### src/common/fmt_cfg.svh
// constants for the format unit command handler and its initiator
`ifndef FMT_CFG_SVH
`define FMT_CFG_SVH
`define FMT_PI_BYTES 16'h0008
`define FMT_PI_FILL 8'hff
`define FMT_SHORT_HDR_LEN 4'h4
`define FMT_LONG_HDR_LEN 4'h8
`define FMT_SEL_NONE 2'h0
`define FMT_SEL_BAD 2'h1
`define FMT_SEL_T1 2'h2
`define FMT_SEL_T2 2'h3
`define FMT_USAGE_ZERO 3'h0
`define FMT_USAGE_T3 3'h1
`define FMT_BIT_OPTV 7
`define FMT_BIT_DPRI 6
`define FMT_BIT_DCERT 5
`define FMT_BIT_STOP 4
`define FMT_BIT_PAT 3
`define FMT_BIT_EARLY 1
`define FMT_SK_NOT_READY 4'h2
`define FMT_SK_ILLEGAL 4'h5
`define FMT_ASC_IN_PROG 16'h0404
`define FMT_ASC_BAD_CDB 16'h2400
`define FMT_ASC_BAD_LIST 16'h2600
`endif

### src/common/fmt_pkg.sv
// types shared by both ends of the format command link
`default_nettype none
package fmt_pkg;
    typedef enum logic [2:0] {
        OP_OTHER, OP_SENSE, OP_INQUIRY, OP_FORMAT, OP_READ, OP_WRITE
    } opcode_e;
    typedef enum logic [2:0] {
        ST_GOOD, ST_CHECK, ST_BUSY, ST_FULL
    } status_e;
endpackage : fmt_pkg
`default_nettype wire

### src/common/fmt_if.sv
// command, data-out and status link between initiator and target
`default_nettype none
interface fmt_if;
    import fmt_pkg::*;
    logic cmd_valid;
    opcode_e cmd_op;
    logic [2:0] cmd_init;
    logic cmd_list;
    logic cmd_long;
    logic [1:0] cmd_sel;
    logic [31:0] cmd_lba;
    logic dout_valid;
    logic [7:0] dout_data;
    logic dout_last;
    logic rsp_valid;
    status_e rsp_status;
    logic [3:0] rsp_key;
    logic [15:0] rsp_asc;
    logic [7:0] attn_mask;
    modport initiator (
        output cmd_valid, cmd_op, cmd_init, cmd_list, cmd_long, cmd_sel,
        output cmd_lba, dout_valid, dout_data, dout_last,
        input rsp_valid, rsp_status, rsp_key, rsp_asc, attn_mask
    );
    modport target (
        input cmd_valid, cmd_op, cmd_init, cmd_list, cmd_long, cmd_sel,
        input cmd_lba, dout_valid, dout_data, dout_last,
        output rsp_valid, rsp_status, rsp_key, rsp_asc, attn_mask
    );
endinterface : fmt_if
`default_nettype wire

### src/design/fmt_target.sv
// target end: format command handling, gating and protection layout
`include "fmt_cfg.svh"
`default_nettype none
module fmt_target
    import fmt_pkg::*;
#(
    parameter int FMT_CYCLES = 64
) (
    // clock, reset, enable
    input wire logic clk_i,
    input wire logic rst_i,
    input wire logic ce_i,
    // link
    fmt_if.target link,
    // user side
    input wire logic queue_disable_flag_i,
    input wire logic [15:0] block_size_i,
    input wire logic fmt_abort_i,
    output logic fmt_active_o,
    output logic fmt_queued_o,
    output logic degraded_o,
    output logic protection_enabled_flag_o,
    output logic [1:0] prot_type_o,
    output logic [15:0] stored_block_o,
    output logic [7:0] pi_fill_o,
    output logic [31:0] ref_tag_o,
    output logic ref_tag_valid_o
);
    initial begin
        if (FMT_CYCLES < 1) $error("FMT_CYCLES must be positive");
    end

    typedef enum logic [2:0] {
        T_IDLE, T_HDR, T_QUEUED, T_RUN
    } tstate_e;

    typedef struct packed {
        tstate_e st;
        logic [3:0] hcnt;
        logic hlong;
        logic [1:0] sel;
        logic [2:0] usage;
        logic [7:0] opts;
        logic [2:0] owner;
        logic [31:0] lba;
        logic [31:0] cnt;
        logic degraded;
        logic protection_enabled_flag;
        logic [1:0] ptype;
        logic [15:0] stored;
        logic [31:0] ref_tag;
        logic ref_valid;
        logic rsp_valid;
        status_e rsp_status;
        logic [3:0] rsp_key;
        logic [15:0] rsp_asc;
        logic [7:0] attn;
    } tgt_s;

    tgt_s r, next_r;

    // answer helper
    function automatic tgt_s answer(tgt_s s, status_e st, logic [3:0] k,
                                    logic [15:0] a);
        s.rsp_valid = 1'b1;
        s.rsp_status = st;
        s.rsp_key = k;
        s.rsp_asc = a;
        return s;
    endfunction : answer

    // selector and usage decode: 0 ok type0, 1 t1, 2 t2, 3 bad list
    function automatic logic [1:0] decode(logic [1:0] sel, logic [2:0] u);
        if (sel == `FMT_SEL_NONE && u == `FMT_USAGE_ZERO) begin
            decode = 2'h0;
        end else if (sel == `FMT_SEL_T1 && u == `FMT_USAGE_ZERO) begin
            decode = 2'h1;
        end else if (sel == `FMT_SEL_T2 && u == `FMT_USAGE_ZERO) begin
            decode = 2'h2;
        end else begin
            decode = 2'h3;
        end
    endfunction : decode

    // next-state logic
    always_comb begin
        logic [1:0] d;
        logic busy;
        d = 2'h0;
        next_r = r;
        next_r.rsp_valid = 1'b0;
        next_r.ref_valid = 1'b0;
        busy = (r.st == T_RUN) || (r.st == T_QUEUED);
        // header capture during data-out
        if (r.st == T_HDR && link.dout_valid) begin
            next_r.hcnt = r.hcnt + 4'h1;
            if (r.hcnt == 4'h0) begin
                next_r.usage = link.dout_data[2:0];
            end
            if (r.hcnt == 4'h1) begin
                next_r.opts = link.dout_data;
            end
            if (link.dout_last) begin
                d = decode(r.sel, next_r.usage);
                if (d == 2'h3) begin
                    next_r.st = T_IDLE;
                    next_r = answer(next_r, ST_CHECK, `FMT_SK_ILLEGAL,
                                    `FMT_ASC_BAD_LIST);
                end else begin
                    next_r.st = T_QUEUED;
                    next_r.ptype = d;
                    next_r.attn = ~(8'h01 << r.owner);
                end
            end
        end
        // queued format starts; active format counts down
        if (r.st == T_QUEUED && !link.cmd_valid) begin
            next_r.st = T_RUN;
            next_r.cnt = 32'(FMT_CYCLES);
        end
        if (r.st == T_RUN) begin
            if (fmt_abort_i) begin
                next_r.st = T_IDLE;
                next_r.degraded = 1'b1;
                next_r = answer(next_r, ST_CHECK, `FMT_SK_NOT_READY,
                                `FMT_ASC_IN_PROG);
            end else if (r.cnt == 32'h1) begin
                next_r.st = T_IDLE;
                next_r.degraded = 1'b0;
                next_r.protection_enabled_flag = (r.ptype != 2'h0);
                next_r.stored = (r.ptype != 2'h0)
                    ? block_size_i + `FMT_PI_BYTES : block_size_i;
                next_r.ref_tag = r.lba;
                next_r.ref_valid = (r.ptype == 2'h1);
                next_r = answer(next_r, ST_GOOD, 4'h0, 16'h0);
            end else begin
                next_r.cnt = r.cnt - 32'h1;
            end
        end
        // incoming commands
        if (link.cmd_valid) begin
            if (link.cmd_op == OP_SENSE && r.st == T_RUN) begin
                next_r = answer(next_r, ST_GOOD, `FMT_SK_NOT_READY,
                                `FMT_ASC_IN_PROG);
            end else if (link.cmd_op == OP_SENSE
                         || link.cmd_op == OP_INQUIRY) begin
                next_r = answer(next_r, ST_GOOD, 4'h0, 16'h0);
            end else if (r.st == T_RUN) begin
                next_r = answer(next_r, ST_CHECK, `FMT_SK_NOT_READY,
                                `FMT_ASC_IN_PROG);
            end else if (r.st == T_QUEUED || r.st == T_HDR) begin
                next_r = answer(next_r,
                    queue_disable_flag_i ? ST_BUSY : ST_FULL,
                    4'h0, 16'h0);
            end else if (link.cmd_op == OP_FORMAT) begin
                next_r.owner = link.cmd_init;
                next_r.sel = link.cmd_sel;
                next_r.lba = link.cmd_lba;
                next_r.hcnt = 4'h0;
                next_r.hlong = link.cmd_long;
                if (link.cmd_sel == `FMT_SEL_BAD) begin
                    next_r = answer(next_r, ST_CHECK, `FMT_SK_ILLEGAL,
                                    `FMT_ASC_BAD_CDB);
                end else if (link.cmd_list) begin
                    next_r.st = T_HDR;
                end else begin
                    d = decode(link.cmd_sel, `FMT_USAGE_ZERO);
                    next_r.ptype = d;
                    next_r.st = T_QUEUED;
                    next_r.attn = ~(8'h01 << link.cmd_init);
                end
            end else if ((link.cmd_op == OP_READ
                          || link.cmd_op == OP_WRITE) && r.degraded) begin
                next_r = answer(next_r, ST_CHECK, `FMT_SK_NOT_READY,
                                `FMT_ASC_IN_PROG);
            end else begin
                next_r = answer(next_r, ST_GOOD, 4'h0, 16'h0);
            end
        end
        if (busy && !link.cmd_valid && r.st == T_QUEUED) begin
            next_r.attn = r.attn;
        end
    end

    // state register
    always_ff @(posedge clk_i or posedge rst_i) begin
        if (rst_i) begin
            r <= '0;
        end else if (ce_i) begin
            r <= next_r;
        end
    end

    // outputs straight from state, pi fill from a constant
    assign link.rsp_valid = r.rsp_valid;
    assign link.rsp_status = r.rsp_status;
    assign link.rsp_key = r.rsp_key;
    assign link.rsp_asc = r.rsp_asc;
    assign link.attn_mask = r.attn;
    assign fmt_active_o = (r.st == T_RUN);
    assign fmt_queued_o = (r.st == T_QUEUED);
    assign degraded_o = r.degraded;
    assign protection_enabled_flag_o = r.protection_enabled_flag;
    assign prot_type_o = r.ptype;
    assign stored_block_o = r.stored; // data, guard, app, ref tag
    assign pi_fill_o = `FMT_PI_FILL;
    assign ref_tag_o = r.ref_tag;
    assign ref_tag_valid_o = r.ref_valid;
endmodule : fmt_target
`default_nettype wire

### src/flat_wrapper.sv
// flat-port wrapper written by rule: the top's interface ports become plain ports
module fmt_target_flat import fmt_pkg::*;
#(
    parameter int FMT_CYCLES = 64
)
  (clk_i, rst_i, ce_i, queue_disable_flag_i, block_size_i, fmt_abort_i, fmt_active_o, fmt_queued_o, degraded_o, protection_enabled_flag_o, prot_type_o, stored_block_o, pi_fill_o, ref_tag_o, ref_tag_valid_o, link_cmd_valid, link_cmd_op, link_cmd_init, link_cmd_list, link_cmd_long, link_cmd_sel, link_cmd_lba, link_dout_valid, link_dout_data, link_dout_last, link_rsp_valid, link_rsp_status, link_rsp_key, link_rsp_asc, link_attn_mask);
  fmt_if link_i ();
  input wire logic clk_i;
  input wire logic rst_i;
  input wire logic ce_i;
  input wire logic queue_disable_flag_i;
  input wire logic [15:0] block_size_i;
  input wire logic fmt_abort_i;
  output logic fmt_active_o;
  output logic fmt_queued_o;
  output logic degraded_o;
  output logic protection_enabled_flag_o;
  output logic [1:0] prot_type_o;
  output logic [15:0] stored_block_o;
  output logic [7:0] pi_fill_o;
  output logic [31:0] ref_tag_o;
  output logic ref_tag_valid_o;
  input wire logic [$bits(link_i.cmd_valid)-1:0] link_cmd_valid;
  input wire logic [$bits(link_i.cmd_op)-1:0] link_cmd_op;
  input wire logic [$bits(link_i.cmd_init)-1:0] link_cmd_init;
  input wire logic [$bits(link_i.cmd_list)-1:0] link_cmd_list;
  input wire logic [$bits(link_i.cmd_long)-1:0] link_cmd_long;
  input wire logic [$bits(link_i.cmd_sel)-1:0] link_cmd_sel;
  input wire logic [$bits(link_i.cmd_lba)-1:0] link_cmd_lba;
  input wire logic [$bits(link_i.dout_valid)-1:0] link_dout_valid;
  input wire logic [$bits(link_i.dout_data)-1:0] link_dout_data;
  input wire logic [$bits(link_i.dout_last)-1:0] link_dout_last;
  output wire logic [$bits(link_i.rsp_valid)-1:0] link_rsp_valid;
  output wire logic [$bits(link_i.rsp_status)-1:0] link_rsp_status;
  output wire logic [$bits(link_i.rsp_key)-1:0] link_rsp_key;
  output wire logic [$bits(link_i.rsp_asc)-1:0] link_rsp_asc;
  output wire logic [$bits(link_i.attn_mask)-1:0] link_attn_mask;
  assign link_i.cmd_valid = link_cmd_valid;
  assign link_i.cmd_op = link_cmd_op;
  assign link_i.cmd_init = link_cmd_init;
  assign link_i.cmd_list = link_cmd_list;
  assign link_i.cmd_long = link_cmd_long;
  assign link_i.cmd_sel = link_cmd_sel;
  assign link_i.cmd_lba = link_cmd_lba;
  assign link_i.dout_valid = link_dout_valid;
  assign link_i.dout_data = link_dout_data;
  assign link_i.dout_last = link_dout_last;
  assign link_rsp_valid = link_i.rsp_valid;
  assign link_rsp_status = link_i.rsp_status;
  assign link_rsp_key = link_i.rsp_key;
  assign link_rsp_asc = link_i.rsp_asc;
  assign link_attn_mask = link_i.attn_mask;
  fmt_target #(.FMT_CYCLES(FMT_CYCLES)) u_core (.clk_i(clk_i), .rst_i(rst_i), .ce_i(ce_i), .link(link_i), .queue_disable_flag_i(queue_disable_flag_i), .block_size_i(block_size_i), .fmt_abort_i(fmt_abort_i), .fmt_active_o(fmt_active_o), .fmt_queued_o(fmt_queued_o), .degraded_o(degraded_o), .protection_enabled_flag_o(protection_enabled_flag_o), .prot_type_o(prot_type_o), .stored_block_o(stored_block_o), .pi_fill_o(pi_fill_o), .ref_tag_o(ref_tag_o), .ref_tag_valid_o(ref_tag_valid_o));
endmodule
### config.mk
export PLATFORM = sky130hd
export DESIGN_NAME = fmt_target_flat
export DESIGN_NICKNAME = d
export VERILOG_FILES = /design/src/common/fmt_pkg.sv /design/src/common/fmt_if.sv /design/src/design/fmt_target.sv /design/src/flat_wrapper.sv
export VERILOG_INCLUDE_DIRS = /design/src /design/src/common
export SDC_FILE = /design/constraint.sdc
export NUM_CORES = 1
export LEC_CHECK = 0
export BUFFER_PORTS_ARGS = -buffer_cell sky130_fd_sc_hd__buf_2
export CORE_UTILIZATION = 40
export DETAILED_ROUTE_END_ITERATION = 8
export PLACE_DENSITY = 0.67
export RECOVER_POWER = 50
export SLEW_MARGIN = 15
export SYNTH_ARGS = -nofsm -noshare
export SYNTH_HDL_FRONTEND = slang
export SYNTH_SLANG_ARGS = --single-unit
export TNS_END_PERCENT = 20
### constraint.sdc
create_clock -name clk_i -period 8.2 [get_ports clk_i]
set_clock_uncertainty 0.15 [all_clocks]
set_input_delay 0.82 -clock clk_i [delete_from_list [all_inputs] [get_ports clk_i]]
set_output_delay 0.82 -clock clk_i [all_outputs]
set_load 0.05 [all_outputs]
==> flow_summary_export.csv <==
group,metric,value,unit
clock_tree,insertion_delay,0.43,ns
layout,nets,1012,
placement,io_buffers,154,
timing,finalCriticalPeriod,4.65,ns
layout,nFillCells,2066,
critical_path,arrival,4.84,ns
clock_tree,cts_hold_buf,0,
timing,hold_viol_final,0,
yosys,synth_edf_count,0,
clock_tree,cts_resized,0,
floorplan,start_util,40.7,%
timing,setup_viol,0,
timing,setup_tns,0,ns
clock_tree,htree_num_levels,4,
critical_path,required,8.40,ns
timing,rsz0062_at_grt,"no",
route,drc,0,
clock_tree,clk_pin_slew,0.07,ns
timing,min_period_over_period,56.7,%
layout,regArea,4100,µm²
route,final_antenna_net_count,0,
yosys,ys.flop_type,"dfrtp_1",
route,vias,6522,
critical_path,critPathKind,"in2reg",
floorplan,chipWidth,148,µm
clock_tree,cts_tree,"yes",
critical_path,start_kind,"input port",
grt,antenna_found_initial,1,
clock_tree,clock_sink_count,164,
critical_path,crit_fanout,46,
floorplan,dieArea,21900,µm²
power_and_ir_drop,cellLeakagePower,4.41,nW
placement,place_hpwl,13000,µm
floorplan,core_area,21000,µm²
yosys,synth_cell_type_count,76,
clock_tree,root_buffer,"clkbuf_16",
grt,overflow,0,
route,wire_per_inst,15.8,µm
layout,postLayoutCoreUtil,44.8,%
timing,slew_headroom,-201,%
power_and_ir_drop,vdd_drop_max,0.000154,V
clock_tree,cts_made_buffers,17,
critical_path,crit_buf_inv,3,
grt,grt_pass1_vias,6030,
route,drtIter0Drc,439,
route,routed_wl,19300,µm
clock_tree,cts_setup_buffers,0,
critical_path,crit_family,"buffers and inverters",
timing,tightest_slew,4.49,ns
placement,gp_congestion,0.849,
yosys,synth_area,8530,µm²
critical_path,critPathMaxStageDelay,1.39,ns
flow_run,maxCapViolations,4,
outcome,violations,"capacitance limit, slew limit",
yosys,seq_area_frac_synth,48.1,%
outcome,run_status,"finished, violations left",
grt,grt_pass1_wl,31500,µm
critical_path,endpoint_kind,"flip-flop",
floorplan,die_y,148,µm
route,viasPerCell,5.35,
yosys,ys_seq_elements,164,
route,drt_first_pass_iters,5,
floorplan,rows,53,
timing,timing.fmax,0.215,GHz
yosys,avgSynthCellArea,9.82,µm²
yosys,yosysWarnings,0,
layout,areaGrowthSynthToFinish,9.93,%
power_and_ir_drop,pwr_density_cell,242,nW/µm²
timing,whs,0.321,ns
clock_tree,cts_max_path_buffers,2,
layout,drive_gt1_share,17.3,%
floorplan,io_pins,169,
grt,grtUsageTotal,18.0,%
layout,multiInputGateArea,3560,µm²
critical_path,crit_chain,"buf_2 -> clkbuf_1 -> inv_1 -> nor3_1 -> o31a_1 -> a41oi_1 -> a31oi_1",
timing,slew_viol_final,231,
worst_hold_path,hold_path_class,"reg2reg",
yosys,synthArstFlopShare,100,%
critical_path,crit_slowest_cell,"clkbuf_1",
grt,grt_max_degree,104,
yosys,synth_cells,869,
final timing paths:
path                                     from                  endpoint  slack, ns  cells after the start
worst max-delay path                     ce_i             u_core.r[100]       3.55                      7
worst min-delay path            u_core.r[128]             u_core.r[128]       0.32                      2
worst max register to register  u_core.r[170]             u_core.r[151]       4.94                      6
worst min register to register  u_core.r[128]             u_core.r[128]       0.32                      2
max in group asynchronous               rst_i    u_core.link.rsp_key[1]       4.05                      3
min in group asynchronous               rst_i  u_core.stored_block_o[1]       1.60                      2
flip-flops by register name, indices dropped and copies added, names as in the netlist, 2 cells and up:
| name | flops |
|---|---|
| u_core.link.rsp_asc | 16 |
| u_core.link.rsp_key | 4 |
| u_core.link.attn_mask | 8 |
| u_core.stored_block_o | 16 |
| u_core.prot_type_o | 2 |
| u_core.link.rsp_status | 3 |
| u_core.ref_tag_o | 32 |
| u_core.r | 79 |
area by class of cell:
cell class	instances	share of cell area, %
inverter	21	0.854
clock buffer	17	4.54
sequential	164	43.8
multi-input combinational	565	37.9
antenna	1	0.0267
timing repair buffer	161	7.52
tap	275	3.67
clock inverter	15	1.72
cell families after synthesis:
logic type	after synthesis	share of synthesized area [%]
DFF	164	48.1
AOI/OAI and AO/OA	163	13.5
xor gates and xnor gates	17	1.74
and+or+nand+nor	325	19.1
adders and majority gates	8	1.17
muxes	44	5.75
buffers and inverters	147	10.6
other	1	0.0439
stage by stage:
| step | area [µm²] | instances | power, mW | setup slack, ns |
|---|---|---|---|---|
| global placement | 8910 | 1186 | 1.49 | 4.69 |
| detailed placement | 8910 | 1186 | 1.50 | 4.66 |
| finish | 9380 | 1219 | 2.27 | 3.55 |
| CTS | 9500 | 1218 | 2.30 | 5.11 |
| global route | 9380 | 1219 | 2.39 | 3.21 |
| floorplan | 8560 | 876 | 1.41 | 2.80 |
tightest hold or removal path: cells and delay by family, from the launching register on:
family / cells / cell delay (ns)
DFF: 1 / 0.34
and+or+nand+nor: 2 / 0.10
cell usage after synthesis (all sizes together) (4+ instances only):
cell type | n | area, µm²
a22o | 7 | 61.3
ha | 8 | 100
nand2 | 137 | 514
nand3 | 20 | 100
nor3 | 24 | 130
a211o | 6 | 52.6
nand2b | 6 | 37.5
clkbuf | 24 | 91.3
nand4 | 12 | 81.3
a31oi | 8 | 56.3
o22ai | 5 | 31.3
o311ai | 4 | 35.0
o31ai | 8 | 65.1
a21boi | 15 | 113
a21oi | 40 | 200
nor4 | 12 | 118
a211oi | 9 | 67.6
dfrtp | 164 | 4100
a21o | 5 | 37.5
inv | 20 | 75.1
mux2 | 40 | 450
xor2 | 8 | 70.1
and3 | 11 | 68.8
mux2i | 4 | 40.0
nor3b | 5 | 37.5
xnor2 | 9 | 78.8
o211ai | 9 | 72.6
o21ai | 17 | 85.1
buf | 102 | 733
nor2 | 54 | 203
or4 | 6 | 45.0
or3 | 11 | 68.8
layer usage:
layer  share of wire (%)  vias up  track usage [%]
li1                    -     3096                -
met1                  48     3206             25.8
met2                  45      205             27.2
met3                 5.9       15             4.02
met4                 1.0        0             4.95
met5                   0        -                0
cell usage in the layout (no fill, tap or decap), types with 9 or more instances in the layout:
cell type,Yosys,routed
xnor2_1,9,9
and3_1,11,11
nand3_1,20,20
o21ai_0,16,16
dfrtp_1,164,164
a211oi_1,9,9
nand2_1,137,137
clkbuf_16,0,17
or3_1,11,11
mux2_2,34,34
clkbuf_1,23,88
nand4_1,11,11
nor2_1,54,54
a21oi_1,40,40
buf_2,13,69
nor3_1,22,22
inv_1,20,19
a21boi_0,15,15
where the power goes:
part           internal [mW]  switching [mW]
Combinational          0.153           0.335
Sequential             0.911          0.0857
Clock                  0.408           0.379
Total                   1.47           0.800
(Power assumes the default switching activity.)
